## config.mk

```make
export PLATFORM = sky130hd
export DESIGN_NAME = tad_detector
export DESIGN_NICKNAME = d
export VERILOG_FILES = /design/src/logic/tad_pkg.sv /design/src/logic/tad_detector.sv
export SDC_FILE = /design/constraint.sdc
export NUM_CORES = 1
export LEC_CHECK = 0
export ABC_AREA = 1
export BUFFER_PORTS_ARGS = -buffer_cell sky130_fd_sc_hd__clkbuf_2
export CORE_MARGIN = 8
export CORE_UTILIZATION = 45
export CTS_CLUSTER_DIAMETER = 120
export DETAILED_ROUTE_END_ITERATION = 12
export PLACE_DENSITY = 0.73
export SYNTH_ARGS = -nofsm -noshare
export SYNTH_HDL_FRONTEND = slang
export SYNTH_SLANG_ARGS = --single-unit
```

## constraint.sdc

```tcl
create_clock -name clk_sys -period 3.9 [get_ports clk_sys]
set_input_delay 0.195 -clock clk_sys [delete_from_list [all_inputs] [get_ports clk_sys]]
set_output_delay 0.195 -clock clk_sys [all_outputs]
set_load 0.005 [all_outputs]
```

## src/logic/tad_pkg.sv

```systemverilog
/*
  tad_pkg: register offsets, field positions, reset values, states and
  carrier types for the tap and autosleep detector.
  assumes: registers are 8 bits wide, addressed by an 8-bit offset.
*/
package tad_pkg;
  localparam logic [7:0] OFS_TAP_THRESHOLD    = 8'h1D;
  localparam logic [7:0] OFS_TAP_LENGTH_LIMIT = 8'h21;
  localparam logic [7:0] OFS_TAP_LATENCY_TIME = 8'h22;
  localparam logic [7:0] OFS_SECOND_TAP_WIN   = 8'h23;
  localparam logic [7:0] OFS_TAP_AXIS_CONTROL = 8'h2A;
  localparam logic [7:0] OFS_EVENT_SRC_STATUS = 8'h2B;
  localparam logic [7:0] OFS_DATA_RATE_CTRL   = 8'h2C;
  localparam logic [7:0] OFS_IRQ_ENABLE       = 8'h2E;
  localparam logic [7:0] OFS_IRQ_SOURCE       = 8'h30;
  localparam logic [7:0] RST_REG              = 8'h00;
  // tap axis control fields
  localparam int AXC_IMPROVED = 4;
  localparam int AXC_SUPPRESS = 3;
  localparam int AXC_X        = 2;
  localparam int AXC_Y        = 1;
  localparam int AXC_Z        = 0;
  // irq enable and irq source fields
  localparam int IRQ_SINGLE   = 6;
  localparam int IRQ_DOUBLE   = 5;
  localparam int IRQ_ACTIVITY = 4;
  localparam int IRQ_INACTIVE = 3;
  // event source status fields
  localparam int EVS_ASLEEP   = 3;
  localparam int EVS_TAP_X    = 2;
  localparam int EVS_TAP_Z    = 0;
  // threshold scale: one threshold step is sixteen sample steps
  localparam int THR_SHIFT    = 4;

  typedef enum logic [2:0] {
    TAD_IDLE = 3'b000,
    TAD_TAP1 = 3'b001,
    TAD_LAT  = 3'b010,
    TAD_WIN  = 3'b011,
    TAD_TAP2 = 3'b100,
    TAD_WAIT = 3'b101
  } tad_state_t;

  typedef struct packed {
    logic signed [15:0] x;
    logic signed [15:0] y;
    logic signed [15:0] z;
  } tad_axes_t;

  typedef struct packed {
    logic       wr;
    logic       rd;
    logic [7:0] addr;
    logic [7:0] wdata;
  } tad_reg_req_t;
endpackage : tad_pkg

```

## src/logic/tad_detector.sv

```systemverilog
/*
  tad_detector: single/double tap detection and link-mode autosleep.
  assumes: raw samples arrive at the undecimated rate with a strobe,
  filtered samples at the output rate with a strobe; activity and
  inactivity detection happen outside and arrive as one-cycle pulses.
*/
`timescale 1ns/10ps
module tad_detector (
  input  wire logic              clk_sys,
  input  wire logic              reset,
  input  wire logic              ce,
  input  wire tad_pkg::tad_reg_req_t reg_req,
  output logic [7:0]             reg_rdata,
  input  wire logic              raw_valid,
  input  wire tad_pkg::tad_axes_t raw_sample,
  input  wire logic              filt_valid,
  input  wire tad_pkg::tad_axes_t filt_sample,
  input  wire logic              activity_det,
  input  wire logic              inactivity_det,
  input  wire logic              sleep_en,
  input  wire logic              auto_sleep_en,
  input  wire logic              link_en,
  output logic                   low_rate,
  output logic [2:0]             tap_sign,
  output logic [7:0]             output_sample_rate
);
  logic [7:0]          thr_r;
  logic [7:0]          dur_r;
  logic [7:0]          lat_r;
  logic [7:0]          win_r;
  logic [7:0]          axc_r;
  logic [7:0]          rate_r;
  logic [7:0]          ien_r;
  logic [7:0]          src_r;
  logic [7:0]          src_nxt;
  logic [2:0]          first_r;
  logic [2:0]          cand_r;
  logic [2:0]          sign_r;
  logic [2:0]          csign_r;
  logic                asleep_r;
  logic                arm_act_r;
  logic [7:0]          rdata_r;
  logic [7:0]          cnt_r;
  logic [7:0]          cnt_inc;
  tad_pkg::tad_state_t st_r;
  tad_pkg::tad_axes_t  prev_r;
  tad_pkg::tad_axes_t  cur;
  logic                tick;
  logic                improved;
  logic [2:0]          ax_over;
  logic [2:0]          ax_first;
  logic                over;
  logic                dt_mode;
  logic                fire_single;
  logic                fire_double;
  logic                clr_src;
  logic                act_ev;
  logic                inact_ev;
  logic                sleep_combo;

  function automatic logic [15:0] mag(input logic signed [15:0] v);
    mag = v[15] ? 16'(-v) : 16'(v);
  endfunction : mag

  function automatic logic signed [15:0] dif(input logic signed [15:0] a,
                                            input logic signed [15:0] b);
    dif = 16'(a - b);
  endfunction : dif

  function automatic logic wr_at(input logic [7:0] ofs);
    wr_at = reg_req.wr && (reg_req.addr == ofs);
  endfunction : wr_at

  // ac-coupled difference of filtered data in improved mode
  assign improved = axc_r[tad_pkg::AXC_IMPROVED];
  assign cur.x = improved ? dif(filt_sample.x, prev_r.x) : raw_sample.x;
  assign cur.y = improved ? dif(filt_sample.y, prev_r.y) : raw_sample.y;
  assign cur.z = improved ? dif(filt_sample.z, prev_r.z) : raw_sample.z;
  // one timer step per detection sample
  assign tick = improved ? filt_valid : raw_valid;

  assign ax_over[2] = axc_r[tad_pkg::AXC_X] &&
    (mag(cur.x) > (16'(thr_r) << tad_pkg::THR_SHIFT));
  assign ax_over[1] = axc_r[tad_pkg::AXC_Y] &&
    (mag(cur.y) > (16'(thr_r) << tad_pkg::THR_SHIFT));
  assign ax_over[0] = axc_r[tad_pkg::AXC_Z] &&
    (mag(cur.z) > (16'(thr_r) << tad_pkg::THR_SHIFT));
  assign over = |ax_over;
  assign ax_first = ax_over[2] ? 3'b100 : (ax_over[1] ? 3'b010 : ax_over);
  assign cnt_inc = cnt_r + 8'h01;

  // double tap only with nonzero latency and window
  assign dt_mode = ien_r[tad_pkg::IRQ_DOUBLE] && (lat_r != 8'h00) &&
                   (win_r != 8'h00);

  always_ff @(posedge clk_sys or posedge reset) begin
    if (reset) begin
      prev_r <= '0;
    end else if (ce && filt_valid) begin
      prev_r <= filt_sample;
    end
  end

  // tap sequencer
  always_ff @(posedge clk_sys or posedge reset) begin
    if (reset) begin
      st_r    <= tad_pkg::TAD_IDLE;
      cnt_r   <= 8'h00;
      cand_r  <= 3'h0;
      csign_r <= 3'h0;
    end else if (ce && tick) begin
      unique case (st_r)
        tad_pkg::TAD_IDLE: begin
          if (over) begin
            st_r    <= tad_pkg::TAD_TAP1;
            cnt_r   <= 8'h01;
            cand_r  <= ax_first;
            // sign bit set for negative acceleration
            csign_r <= {cur.x[15], cur.y[15], cur.z[15]};
          end
        end
        tad_pkg::TAD_TAP1: begin
          if (over) begin
            if (cnt_r >= dur_r) begin
              st_r <= tad_pkg::TAD_WAIT;
            end else begin
              cnt_r <= cnt_inc;
            end
          end else if (dt_mode) begin
            st_r  <= tad_pkg::TAD_LAT;
            cnt_r <= 8'h00;
          end else begin
            st_r <= tad_pkg::TAD_IDLE;
          end
        end
        tad_pkg::TAD_LAT: begin
          if (over && axc_r[tad_pkg::AXC_SUPPRESS]) begin
            st_r <= tad_pkg::TAD_WAIT;
          end else if (cnt_inc >= lat_r) begin
            st_r  <= over ? tad_pkg::TAD_WAIT : tad_pkg::TAD_WIN;
            cnt_r <= 8'h00;
          end else begin
            cnt_r <= cnt_inc;
          end
        end
        tad_pkg::TAD_WIN: begin
          // second tap must begin inside window
          if (over) begin
            st_r  <= tad_pkg::TAD_TAP2;
            cnt_r <= 8'h01;
          end else if (cnt_inc >= win_r) begin
            st_r <= tad_pkg::TAD_IDLE;
          end else begin
            cnt_r <= cnt_inc;
          end
        end
        tad_pkg::TAD_TAP2: begin
          if (over) begin
            // overlong second tap ends at limit
            if (cnt_r >= dur_r) begin
              st_r <= tad_pkg::TAD_WAIT;
            end else begin
              cnt_r <= cnt_inc;
            end
          end else begin
            st_r <= tad_pkg::TAD_IDLE;
          end
        end
        tad_pkg::TAD_WAIT: begin
          if (!over) begin
            st_r <= tad_pkg::TAD_IDLE;
          end
        end
        default: begin
          st_r <= tad_pkg::TAD_IDLE;
        end
      endcase
    end
  end

  // single-only fires at fall below threshold
  // with double armed, single fires on the verdict
  always_comb begin
    fire_single = 1'b0;
    fire_double = 1'b0;
    if (ce && tick) begin
      unique case (st_r)
        tad_pkg::TAD_TAP1: fire_single = !over && !dt_mode;
        tad_pkg::TAD_LAT: fire_single = (over &&
          axc_r[tad_pkg::AXC_SUPPRESS]) || ((cnt_inc >= lat_r) && over);
        tad_pkg::TAD_WIN: fire_single = !over && (cnt_inc >= win_r);
        tad_pkg::TAD_TAP2: begin
          fire_single = !over || (cnt_r >= dur_r);
          fire_double = !over;
        end
        default: begin
          fire_single = 1'b0;
          fire_double = 1'b0;
        end
      endcase
    end
  end

  // first axis latched on tap interrupt, never cleared
  always_ff @(posedge clk_sys or posedge reset) begin
    if (reset) begin
      first_r <= 3'h0;
      sign_r  <= 3'h0;
    end else if (ce && fire_single) begin
      first_r <= cand_r;
      sign_r  <= csign_r;
    end
  end

  // link mode: activity only after inactivity
  assign act_ev   = activity_det && (!link_en || arm_act_r);
  assign inact_ev = inactivity_det && (!link_en || !arm_act_r);
  assign sleep_combo = sleep_en && auto_sleep_en && link_en;

  always_ff @(posedge clk_sys or posedge reset) begin
    if (reset) begin
      asleep_r  <= 1'b0;
      arm_act_r <= 1'b0;
    end else if (ce) begin
      if (act_ev) begin
        asleep_r  <= 1'b0;
        arm_act_r <= 1'b0;
      end else if (inact_ev) begin
        arm_act_r <= 1'b1;
        // enter low rate unless activity still pending
        if (sleep_combo && !src_r[tad_pkg::IRQ_ACTIVITY]) begin
          asleep_r <= 1'b1;
        end
      end
    end
  end

  // reading the source clears it; a new set wins
  assign clr_src = reg_req.rd && (reg_req.addr == tad_pkg::OFS_IRQ_SOURCE);
  always_comb begin
    src_nxt = clr_src ? 8'h00 : src_r;
    // each tap interrupt behind its own enable
    if (fire_single && ien_r[tad_pkg::IRQ_SINGLE]) begin
      src_nxt[tad_pkg::IRQ_SINGLE] = 1'b1;
    end
    if (fire_double && ien_r[tad_pkg::IRQ_DOUBLE]) begin
      src_nxt[tad_pkg::IRQ_DOUBLE] = 1'b1;
    end
    if (act_ev && ien_r[tad_pkg::IRQ_ACTIVITY]) begin
      src_nxt[tad_pkg::IRQ_ACTIVITY] = 1'b1;
    end
    if (inact_ev && ien_r[tad_pkg::IRQ_INACTIVE]) begin
      src_nxt[tad_pkg::IRQ_INACTIVE] = 1'b1;
    end
  end

  always_ff @(posedge clk_sys or posedge reset) begin
    if (reset) begin
      src_r <= tad_pkg::RST_REG;
    end else if (ce) begin
      src_r <= src_nxt;
    end
  end

  // writable registers
  always_ff @(posedge clk_sys or posedge reset) begin
    if (reset) begin
      thr_r  <= tad_pkg::RST_REG;
      dur_r  <= tad_pkg::RST_REG;
      lat_r  <= tad_pkg::RST_REG;
      win_r  <= tad_pkg::RST_REG;
      axc_r  <= tad_pkg::RST_REG;
      rate_r <= tad_pkg::RST_REG;
      ien_r  <= tad_pkg::RST_REG;
    end else if (ce) begin
      if (wr_at(tad_pkg::OFS_TAP_THRESHOLD)) thr_r <= reg_req.wdata;
      if (wr_at(tad_pkg::OFS_TAP_LENGTH_LIMIT)) dur_r <= reg_req.wdata;
      if (wr_at(tad_pkg::OFS_TAP_LATENCY_TIME)) lat_r <= reg_req.wdata;
      if (wr_at(tad_pkg::OFS_SECOND_TAP_WIN)) win_r <= reg_req.wdata;
      if (wr_at(tad_pkg::OFS_TAP_AXIS_CONTROL)) axc_r <= reg_req.wdata;
      if (wr_at(tad_pkg::OFS_DATA_RATE_CTRL)) rate_r <= reg_req.wdata;
      if (wr_at(tad_pkg::OFS_IRQ_ENABLE)) ien_r <= reg_req.wdata;
    end
  end

  // read data, registered one cycle after the read strobe
  always_ff @(posedge clk_sys or posedge reset) begin
    if (reset) begin
      rdata_r <= 8'h00;
    end else if (ce && reg_req.rd) begin
      unique case (reg_req.addr)
        tad_pkg::OFS_TAP_THRESHOLD:    rdata_r <= thr_r;
        tad_pkg::OFS_TAP_LENGTH_LIMIT: rdata_r <= dur_r;
        tad_pkg::OFS_TAP_LATENCY_TIME: rdata_r <= lat_r;
        tad_pkg::OFS_SECOND_TAP_WIN:   rdata_r <= win_r;
        tad_pkg::OFS_TAP_AXIS_CONTROL: rdata_r <= axc_r;
        // asleep bit beside first tap axis
        tad_pkg::OFS_EVENT_SRC_STATUS: rdata_r <= {4'h0, asleep_r, first_r};
        tad_pkg::OFS_DATA_RATE_CTRL:   rdata_r <= rate_r;
        tad_pkg::OFS_IRQ_ENABLE:       rdata_r <= ien_r;
        tad_pkg::OFS_IRQ_SOURCE:       rdata_r <= src_r;
        default:                       rdata_r <= 8'h00;
      endcase
    end
  end

  assign reg_rdata          = rdata_r;
  assign low_rate           = asleep_r;
  assign tap_sign           = sign_r;
  assign output_sample_rate = rate_r;

  a_idle_to_tap: assert property (@(posedge clk_sys) disable iff (reset)
    ce && tick && st_r == tad_pkg::TAD_IDLE && over
    |=> st_r == tad_pkg::TAD_TAP1)
    else $error("tap start not taken");
  a_tap_too_long: assert property (@(posedge clk_sys) disable iff (reset)
    ce && tick && st_r == tad_pkg::TAD_TAP1 && over && cnt_r >= dur_r
    |=> st_r == tad_pkg::TAD_WAIT)
    else $error("overlong tap accepted");
  a_latency_holds: assert property (@(posedge clk_sys) disable iff (reset)
    ce && tick && st_r == tad_pkg::TAD_LAT && !over && cnt_inc < lat_r
    |=> st_r == tad_pkg::TAD_LAT && cnt_r == $past(cnt_inc))
    else $error("latency ended early");
  a_window_tap2: assert property (@(posedge clk_sys) disable iff (reset)
    ce && tick && st_r == tad_pkg::TAD_WIN && over
    |=> st_r == tad_pkg::TAD_TAP2 && cnt_r == 8'h01)
    else $error("second tap missed");
  a_single_only: assert property (@(posedge clk_sys) disable iff (reset)
    ce && tick && st_r == tad_pkg::TAD_TAP1 && !over && !dt_mode &&
    ien_r[tad_pkg::IRQ_SINGLE] |=> src_r[tad_pkg::IRQ_SINGLE])
    else $error("single tap not raised");
  a_single_defer: assert property (@(posedge clk_sys) disable iff (reset)
    ce && tick && st_r == tad_pkg::TAD_TAP1 && !over && dt_mode
    |-> !fire_single ##1 st_r == tad_pkg::TAD_LAT)
    else $error("single tap not deferred");
  a_suppress_lat: assert property (@(posedge clk_sys) disable iff (reset)
    ce && tick && st_r == tad_pkg::TAD_LAT && over &&
    axc_r[tad_pkg::AXC_SUPPRESS] |=> st_r == tad_pkg::TAD_WAIT)
    else $error("suppress ignored");
  a_tap2_long: assert property (@(posedge clk_sys) disable iff (reset)
    ce && tick && st_r == tad_pkg::TAD_TAP2 && over && cnt_r >= dur_r
    |-> !fire_double ##1 st_r == tad_pkg::TAD_WAIT)
    else $error("overlong second tap accepted");
  a_double_gate: assert property (@(posedge clk_sys) disable iff (reset)
    $rose(src_r[tad_pkg::IRQ_DOUBLE]) |-> $past(dt_mode))
    else $error("double tap raised while disabled");
  a_sleep_entry: assert property (@(posedge clk_sys) disable iff (reset)
    $rose(asleep_r) |-> $past(sleep_combo && inactivity_det))
    else $error("sleep entered without cause");
  a_wake_exit: assert property (@(posedge clk_sys) disable iff (reset)
    ce && act_ev |=> !low_rate && !arm_act_r)
    else $error("activity did not wake");
endmodule : tad_detector

```

# After elaboration in Yosys (flattened, before gate mapping)
# Cells that the tools add are included.
# totals
out_inout_bits,20
regBits,141
word_cells,170
# classes
n_lt_le_gt_ge,6
n_eq_ne,22
mux,46
n_reduce_logical,66
n_addsub,7
# op_table
op,n
16-bit 2-to-1 mux,6
8-bit 2-to-1 mux,9
8-bit one-hot mux with 9 select lines,1
8-bit by 6-bit == test with 1-bit output (second input constant),8
16-bit by 12-bit greater-than comparator with 1-bit output,3
16-bit negation,3
16-bit subtractor,3
8-bit one-hot mux with 5 select lines,1
3-bit 2-to-1 mux,11
1-bit logical AND,30
8-bit greater-or-equal comparator,3
2-bit AND reduction,12
3-bit one-hot mux with 6 select lines,1
8-bit nonzero test,2
1-bit 2-to-1 mux,13
3-bit != test (second input constant),4
2-bit nonzero test,6
8-bit by 1-bit adder with 8-bit output (second input constant),1
8-bit by 5-bit == test with 1-bit output (second input constant),1
2-bit != test (second input constant),4
7-bit 2-to-1 mux,1
7-bit AND reduction,1
3-bit by 2-bit == test with 1-bit output (second input constant),2
3-bit == test (second input constant),2
10 further kinds,19

# Longest topological paths before layout
# depth
depth_word,14
mapped_depth,39

# Least setup slack after synthesis
# Ideal clock, no wire load.
# synth_timing
path_kind,register to register
from,reg prev_r[32] (netlist bit)
to,reg st_r[1]
synth_period_minus_slack_ns,4.257
slack_ns,-0.357
setup_time_ns,0.116
path_stages_with_launch,34
path_buffers,1
arrival_ns,4.141
cell_sequence,dfrtp_1 ha_1 inv_1 fa_1 nand2_1 a21boi_1 ha_1 inv_1 nor2_1 nand3_1 nor2_2 nand3_1 nor3_2 nor2_1 xor2_1 inv_1 ha_1 nand2_1 nor2_1 a211o_1 o21bai_1 o21ai_0 nand3_1 nor2_1 nand2_1 nand2_1 nand2_1 nand2_4 nand3_4 buf_6 a21oi_4 nand3_2 nand2_1 nand2_1
# synth_via
elab_chain_len,11
elab_cells_between_ends,20
# synth_rtl
item,line_no,source
start: declaration,tad_detector.sv:46,tad_pkg::tad_axes_t prev_r;
start signal: assignment,tad_detector.sv:100,prev_r <= filt_sample;
16-bit subtractor *,tad_detector.sv:67,dif = 16'(a - b);
16-bit 2-to-1 mux *,tad_detector.sv:76,"assign cur.x = improved ? dif(filt_sample.x, prev_r.x) : raw_sample.x;"
16-bit negation,tad_detector.sv:62,mag = v[15] ? 16'(-v) : 16'(v);
16-bit 2-to-1 mux *,tad_detector.sv:62,
16-bit by 12-bit greater-than comparator with 1-bit output *,tad_detector.sv:83,(mag(cur.x) > (16'(thr_r) << tad_pkg::THR_SHIFT));
1-bit logical AND *,tad_detector.sv:82,assign ax_over[2] = axc_r[tad_pkg::AXC_X] &&
3-bit OR reduction *,tad_detector.sv:88,assign over = |ax_over;
3-bit 2-to-1 mux,tad_detector.sv:140,st_r <= over ? tad_pkg::TAD_WAIT : tad_pkg::TAD_WIN;
3-bit 2-to-1 mux,tad_detector.sv:139,end else if (cnt_inc >= lat_r) begin
3-bit 2-to-1 mux,tad_detector.sv:137,if (over && axc_r[tad_pkg::AXC_SUPPRESS]) begin
3-bit one-hot mux with 6 select lines,tad_detector.sv:112,unique case (st_r)
end signal: assignment,tad_detector.sv:115,st_r <= tad_pkg::TAD_TAP1;
end signal: assignment,tad_detector.sv:138,st_r <= tad_pkg::TAD_WAIT;
end signal: assignment,tad_detector.sv:140,
end: declaration,tad_detector.sv:45,tad_pkg::tad_state_t st_r;
# Every way passes the cells marked *; elsewhere a longest branch is shown, timed or not. The select of a mux whose other input is x is not followed.
# A chain may end at the register's enable or synchronous reset.

# Worst setup path after layout
# layout_timing
from,reg prev_r[32] (netlist bit)
to,reg cnt_r[3]
# layout_via
elab_chain_len,10
elab_cells_between_ends,17
# layout_rtl
item,line_no,source
16-bit subtractor *,tad_detector.sv:67,
16-bit 2-to-1 mux *,tad_detector.sv:76,
16-bit negation,tad_detector.sv:62,
16-bit 2-to-1 mux *,tad_detector.sv:62,
16-bit by 12-bit greater-than comparator with 1-bit output *,tad_detector.sv:83,
1-bit logical AND *,tad_detector.sv:82,
3-bit OR reduction *,tad_detector.sv:88,
1-bit logical AND,tad_detector.sv:137,
2-bit != test (no source line),--,
7-bit AND reduction (no source line),--,
end signal: assignment,tad_detector.sv:143,cnt_r <= cnt_inc;
end signal: assignment,tad_detector.sv:154,cnt_r <= cnt_inc;
end signal: assignment,tad_detector.sv:163,cnt_r <= cnt_inc;
end: declaration,tad_detector.sv:43,logic [7:0] cnt_r;
# Every way passes the cells marked *; elsewhere a longest branch is shown, timed or not.

==> impl_metrics.yaml <==
sta:
  worst_slack_ps: -642
  fmax_ghz: 0.220
  period_needed_ps: 4540
  tightest_slew_ps: 1090
  whs_ps: -24.1
  setup_viol: 25
  fin_skew_ps: 10.6
  fin_crit_sh_pct: 116
  hold_violations: 10
  finalMaxSlewViolations: 0
  relSlewSlack_pct: 27.2
  rsz0062_at_grt: "true"
power_and_ir_drop:
  power_density_mw_per_mm2: 348
  total_power_w: 0.00565
  p_leak_nw: 8.89
  worst_ir_drop_vdd_uv: 235
floorplanning:
  die-area_mm2: 0.0333
  io_pins: 144
  rows: 61
  initial_core_util_pct: 45.2
  die_height_um: 182
  dieWidth_um: 182
  core-area_mm2: 0.0276
worst_setup_path:
  rrSetupSlack_ps: -640
  r2r_end: "cnt_r[3]"
  cp.required_ps: 4230
  critPathSlowestCell: "fa_2"
  cp_max_fo: 8
  cp_slowest_stage_delay_ps: 410
  crit_top_cell: "nand2_1"
  ff2ff_path_depth: 33
  worstPathArrival_ps: 4870
  critPathLaunchType: "register"
  rr_startpoint: "prev_r[32]"
  end_kind: "register"
  timing_worst_setup_path_type: "register to register"
worst_hold_path:
  min_path_type: "input pin to async pin"
clock_network:
  clock-sinks: 141
  clkTransAtPathRegs_ps: 70
  cts_tree: "yes"
  numCtsBuffers: 17
  clk_path_buf_depth: 2
  h-tree-depth: 4
  ctsRootBufferMaster: "clkbuf_16"
  clk_latency_ps: 440
logic_synthesis:
  netlist_top_cells_area: "dfrtp_1 28%, nand2_1 17%, ha_1 9.7%, inv_1 9.2%, nand3_1 6.3%"
  seq_area_frac_synth_pct: 28.3
  ys_async_sr_fraction_pct: 100
  yosys.area.top_type: "dfrtp_1"
  synth.top_cell.area_share_pct: 28.3
  syn_avg_cell_area_um2: 6.51
  synth_cells: 1914
  ys_warn_count: 0
  yosysUniqueCellTypes: 52
  netlist_area_mm2: 0.0125
  synth_edf_count: 0
  synthFlopType: "dfrtp_1"
  ys_ff_latch: 141
  synth_nets: 2138
global_route:
  grt_pass1_wl_um: 66000
  grt-ovfl-total: 0
  grt_pass1_vias: 13900
  grt_max_degree: 68
  grt_util_all_layers_pct: 24.1
  antenna_found_initial: 0
placed_design:
  port_buffers: 143
  place_ws_ps: -659
  hpwl_um: 31000
  gp_congestion: 0.951
  dpl.cell_count: 2614
route:
  dr.pass1.iters: 6
  vias: 13700
  wl_um: 39800
  initialDrtViolationCount: 940
  antenna_left: 0
  wire_per_inst_um: 15.0
  drc: 0
  via_per_inst: 5.16
run_status:
  violations: "negative hold slack, negative setup slack"
  outcome: "finished, violations left"
finish:
  final_util_pct: 58.9
  syn2layout_area_growth_pct: 30.4
  instances_no_fill: 2661
  nets: 2494
  n_antenna_cell: 0
  layout-drive-gt1-share_pct: 24.0
run:
  drv_cap: 0
==> cell usage after synthesis, drive strengths merged (6+ instances only) <==
master	instances
o22ai	10
ha	97
a21o	6
nand4	39
nor3	17
a221oi	9
nand3	167
o211ai	7
clkbuf	20
nor2	156
a21oi	106
or2	21
nand2	581
inv	321
xor2	32
o221ai	6
dfrtp	141
o21ai	114
buf	18
==> worst max path at each step <==
stage,from,endpoint,slack (ps),cells after the start
after detailed placement,prev_r[32],cand_r[1],-660,33
after global placement,prev_r[32],cnt_r[0],-480,33
after global routing,prev_r[32],cnt_r[3],-920,30
after floorplan,prev_r[32],st_r[1],-280,33
final,prev_r[32],cnt_r[3],-640,33
after CTS,prev_r[32],first_r[0],-500,34
==> kinds of logic after synthesis <==
group / Yosys count / synth area share [%]
and+or+nand+nor: 996 / 34.7
buffers and inverters: 360 / 11.4
AOI/OAI and AO/OA: 277 / 12.5
DFF: 141 / 28.3
adders and majority gates: 100 / 10.2
xor gates and xnor gates: 37 / 2.60
muxes: 3 / 0.271
==> flip-flops by register name, indices dropped and copies added, names as in the netlist <==
| register | count |
|---|---|
| prev_r | 48 |
| axc_r | 8 |
| cnt_r | 8 |
| dur_r | 8 |
| ien_r | 8 |
| lat_r | 8 |
| output_sample_rate | 8 |
| reg_rdata | 8 |
| thr_r | 8 |
| win_r | 8 |
| src_r | 4 |
| cand_r | 3 |
| csign_r | 3 |
| first_r | 3 |
| st_r | 3 |
| tap_sign | 3 |
| arm_act_r | 1 |
| low_rate | 1 |
==> metrics by stage <==
stage          instance area (um^2)  setup TNS (ps)
4_1_cts                       16000          -11630
3_5_place_dp                  15200          -15610
5_1_grt                       16200          -20480
6_report                      16200          -14090
3_3_place_gp                  15200          -10860
2_1_floorplan                 12500           -5200
==> cells in the final DEF, fill, tap and decap left out, types with 15 or more instances in the layout <==
cell	count
nand2_2	26
nand2_1	544
nand4_1	39
clkbuf_2	143
inv_2	19
nand3_2	17
o21ai_0	96
or2_2	17
buf_4	219
clkbuf_16	17
xor2_1	32
nor3_1	15
ha_1	92
inv_1	300
nand3_1	147
dfrtp_1	140
nor2_1	141
a21oi_1	101
==> report_power, final <==
| group | internal [W] | switching [W] |
|---|---|---|
| registers | 0.00159 | 0.000114 |
| clock network | 0.00104 | 0.000737 |
| logic | 0.000916 | 0.00125 |
==> final cells by class <==
type	count	area (um^2)
inverters	322	1210
fillers	2564	11300
well taps	378	473
repair buffers	374	2550
clock inverters	13	178
multi-input cells	1414	7850
clock buffers	19	443
flip-flops and latches	141	3530
==> worst max-delay path: cells and delay by family (launching register included) <==
kind | cells | cell delay [ps]
AOI/OAI and AO/OA | 5 | 710
xor gates and xnor gates | 1 | 130
adders and majority gates | 4 | 1010
buffers and inverters | 4 | 340
DFF | 1 | 380
and+or+nand+nor | 19 | 1840
==> timing repair <==
item / in CTS / in global routing
gates resized for setup: 26 / 60
setup endpoints to repair: 25 / 25
gates cloned: 1 / 0
setup buffers: 13 / 2
pin swaps: 5 / 32
hold buffers: 0 / 0
==> metal layers <==
metal  vias up  GRT usage (%)  part of all wire (%)
met2       449           41.6                    48
li1       6867              -                     -
met1      6335           29.7                    43
met4         0           8.59                   2.6
met3        83           4.37                   6.5
met5         -              0                     0
No activity file was read; power rests on OpenSTA's default activity.
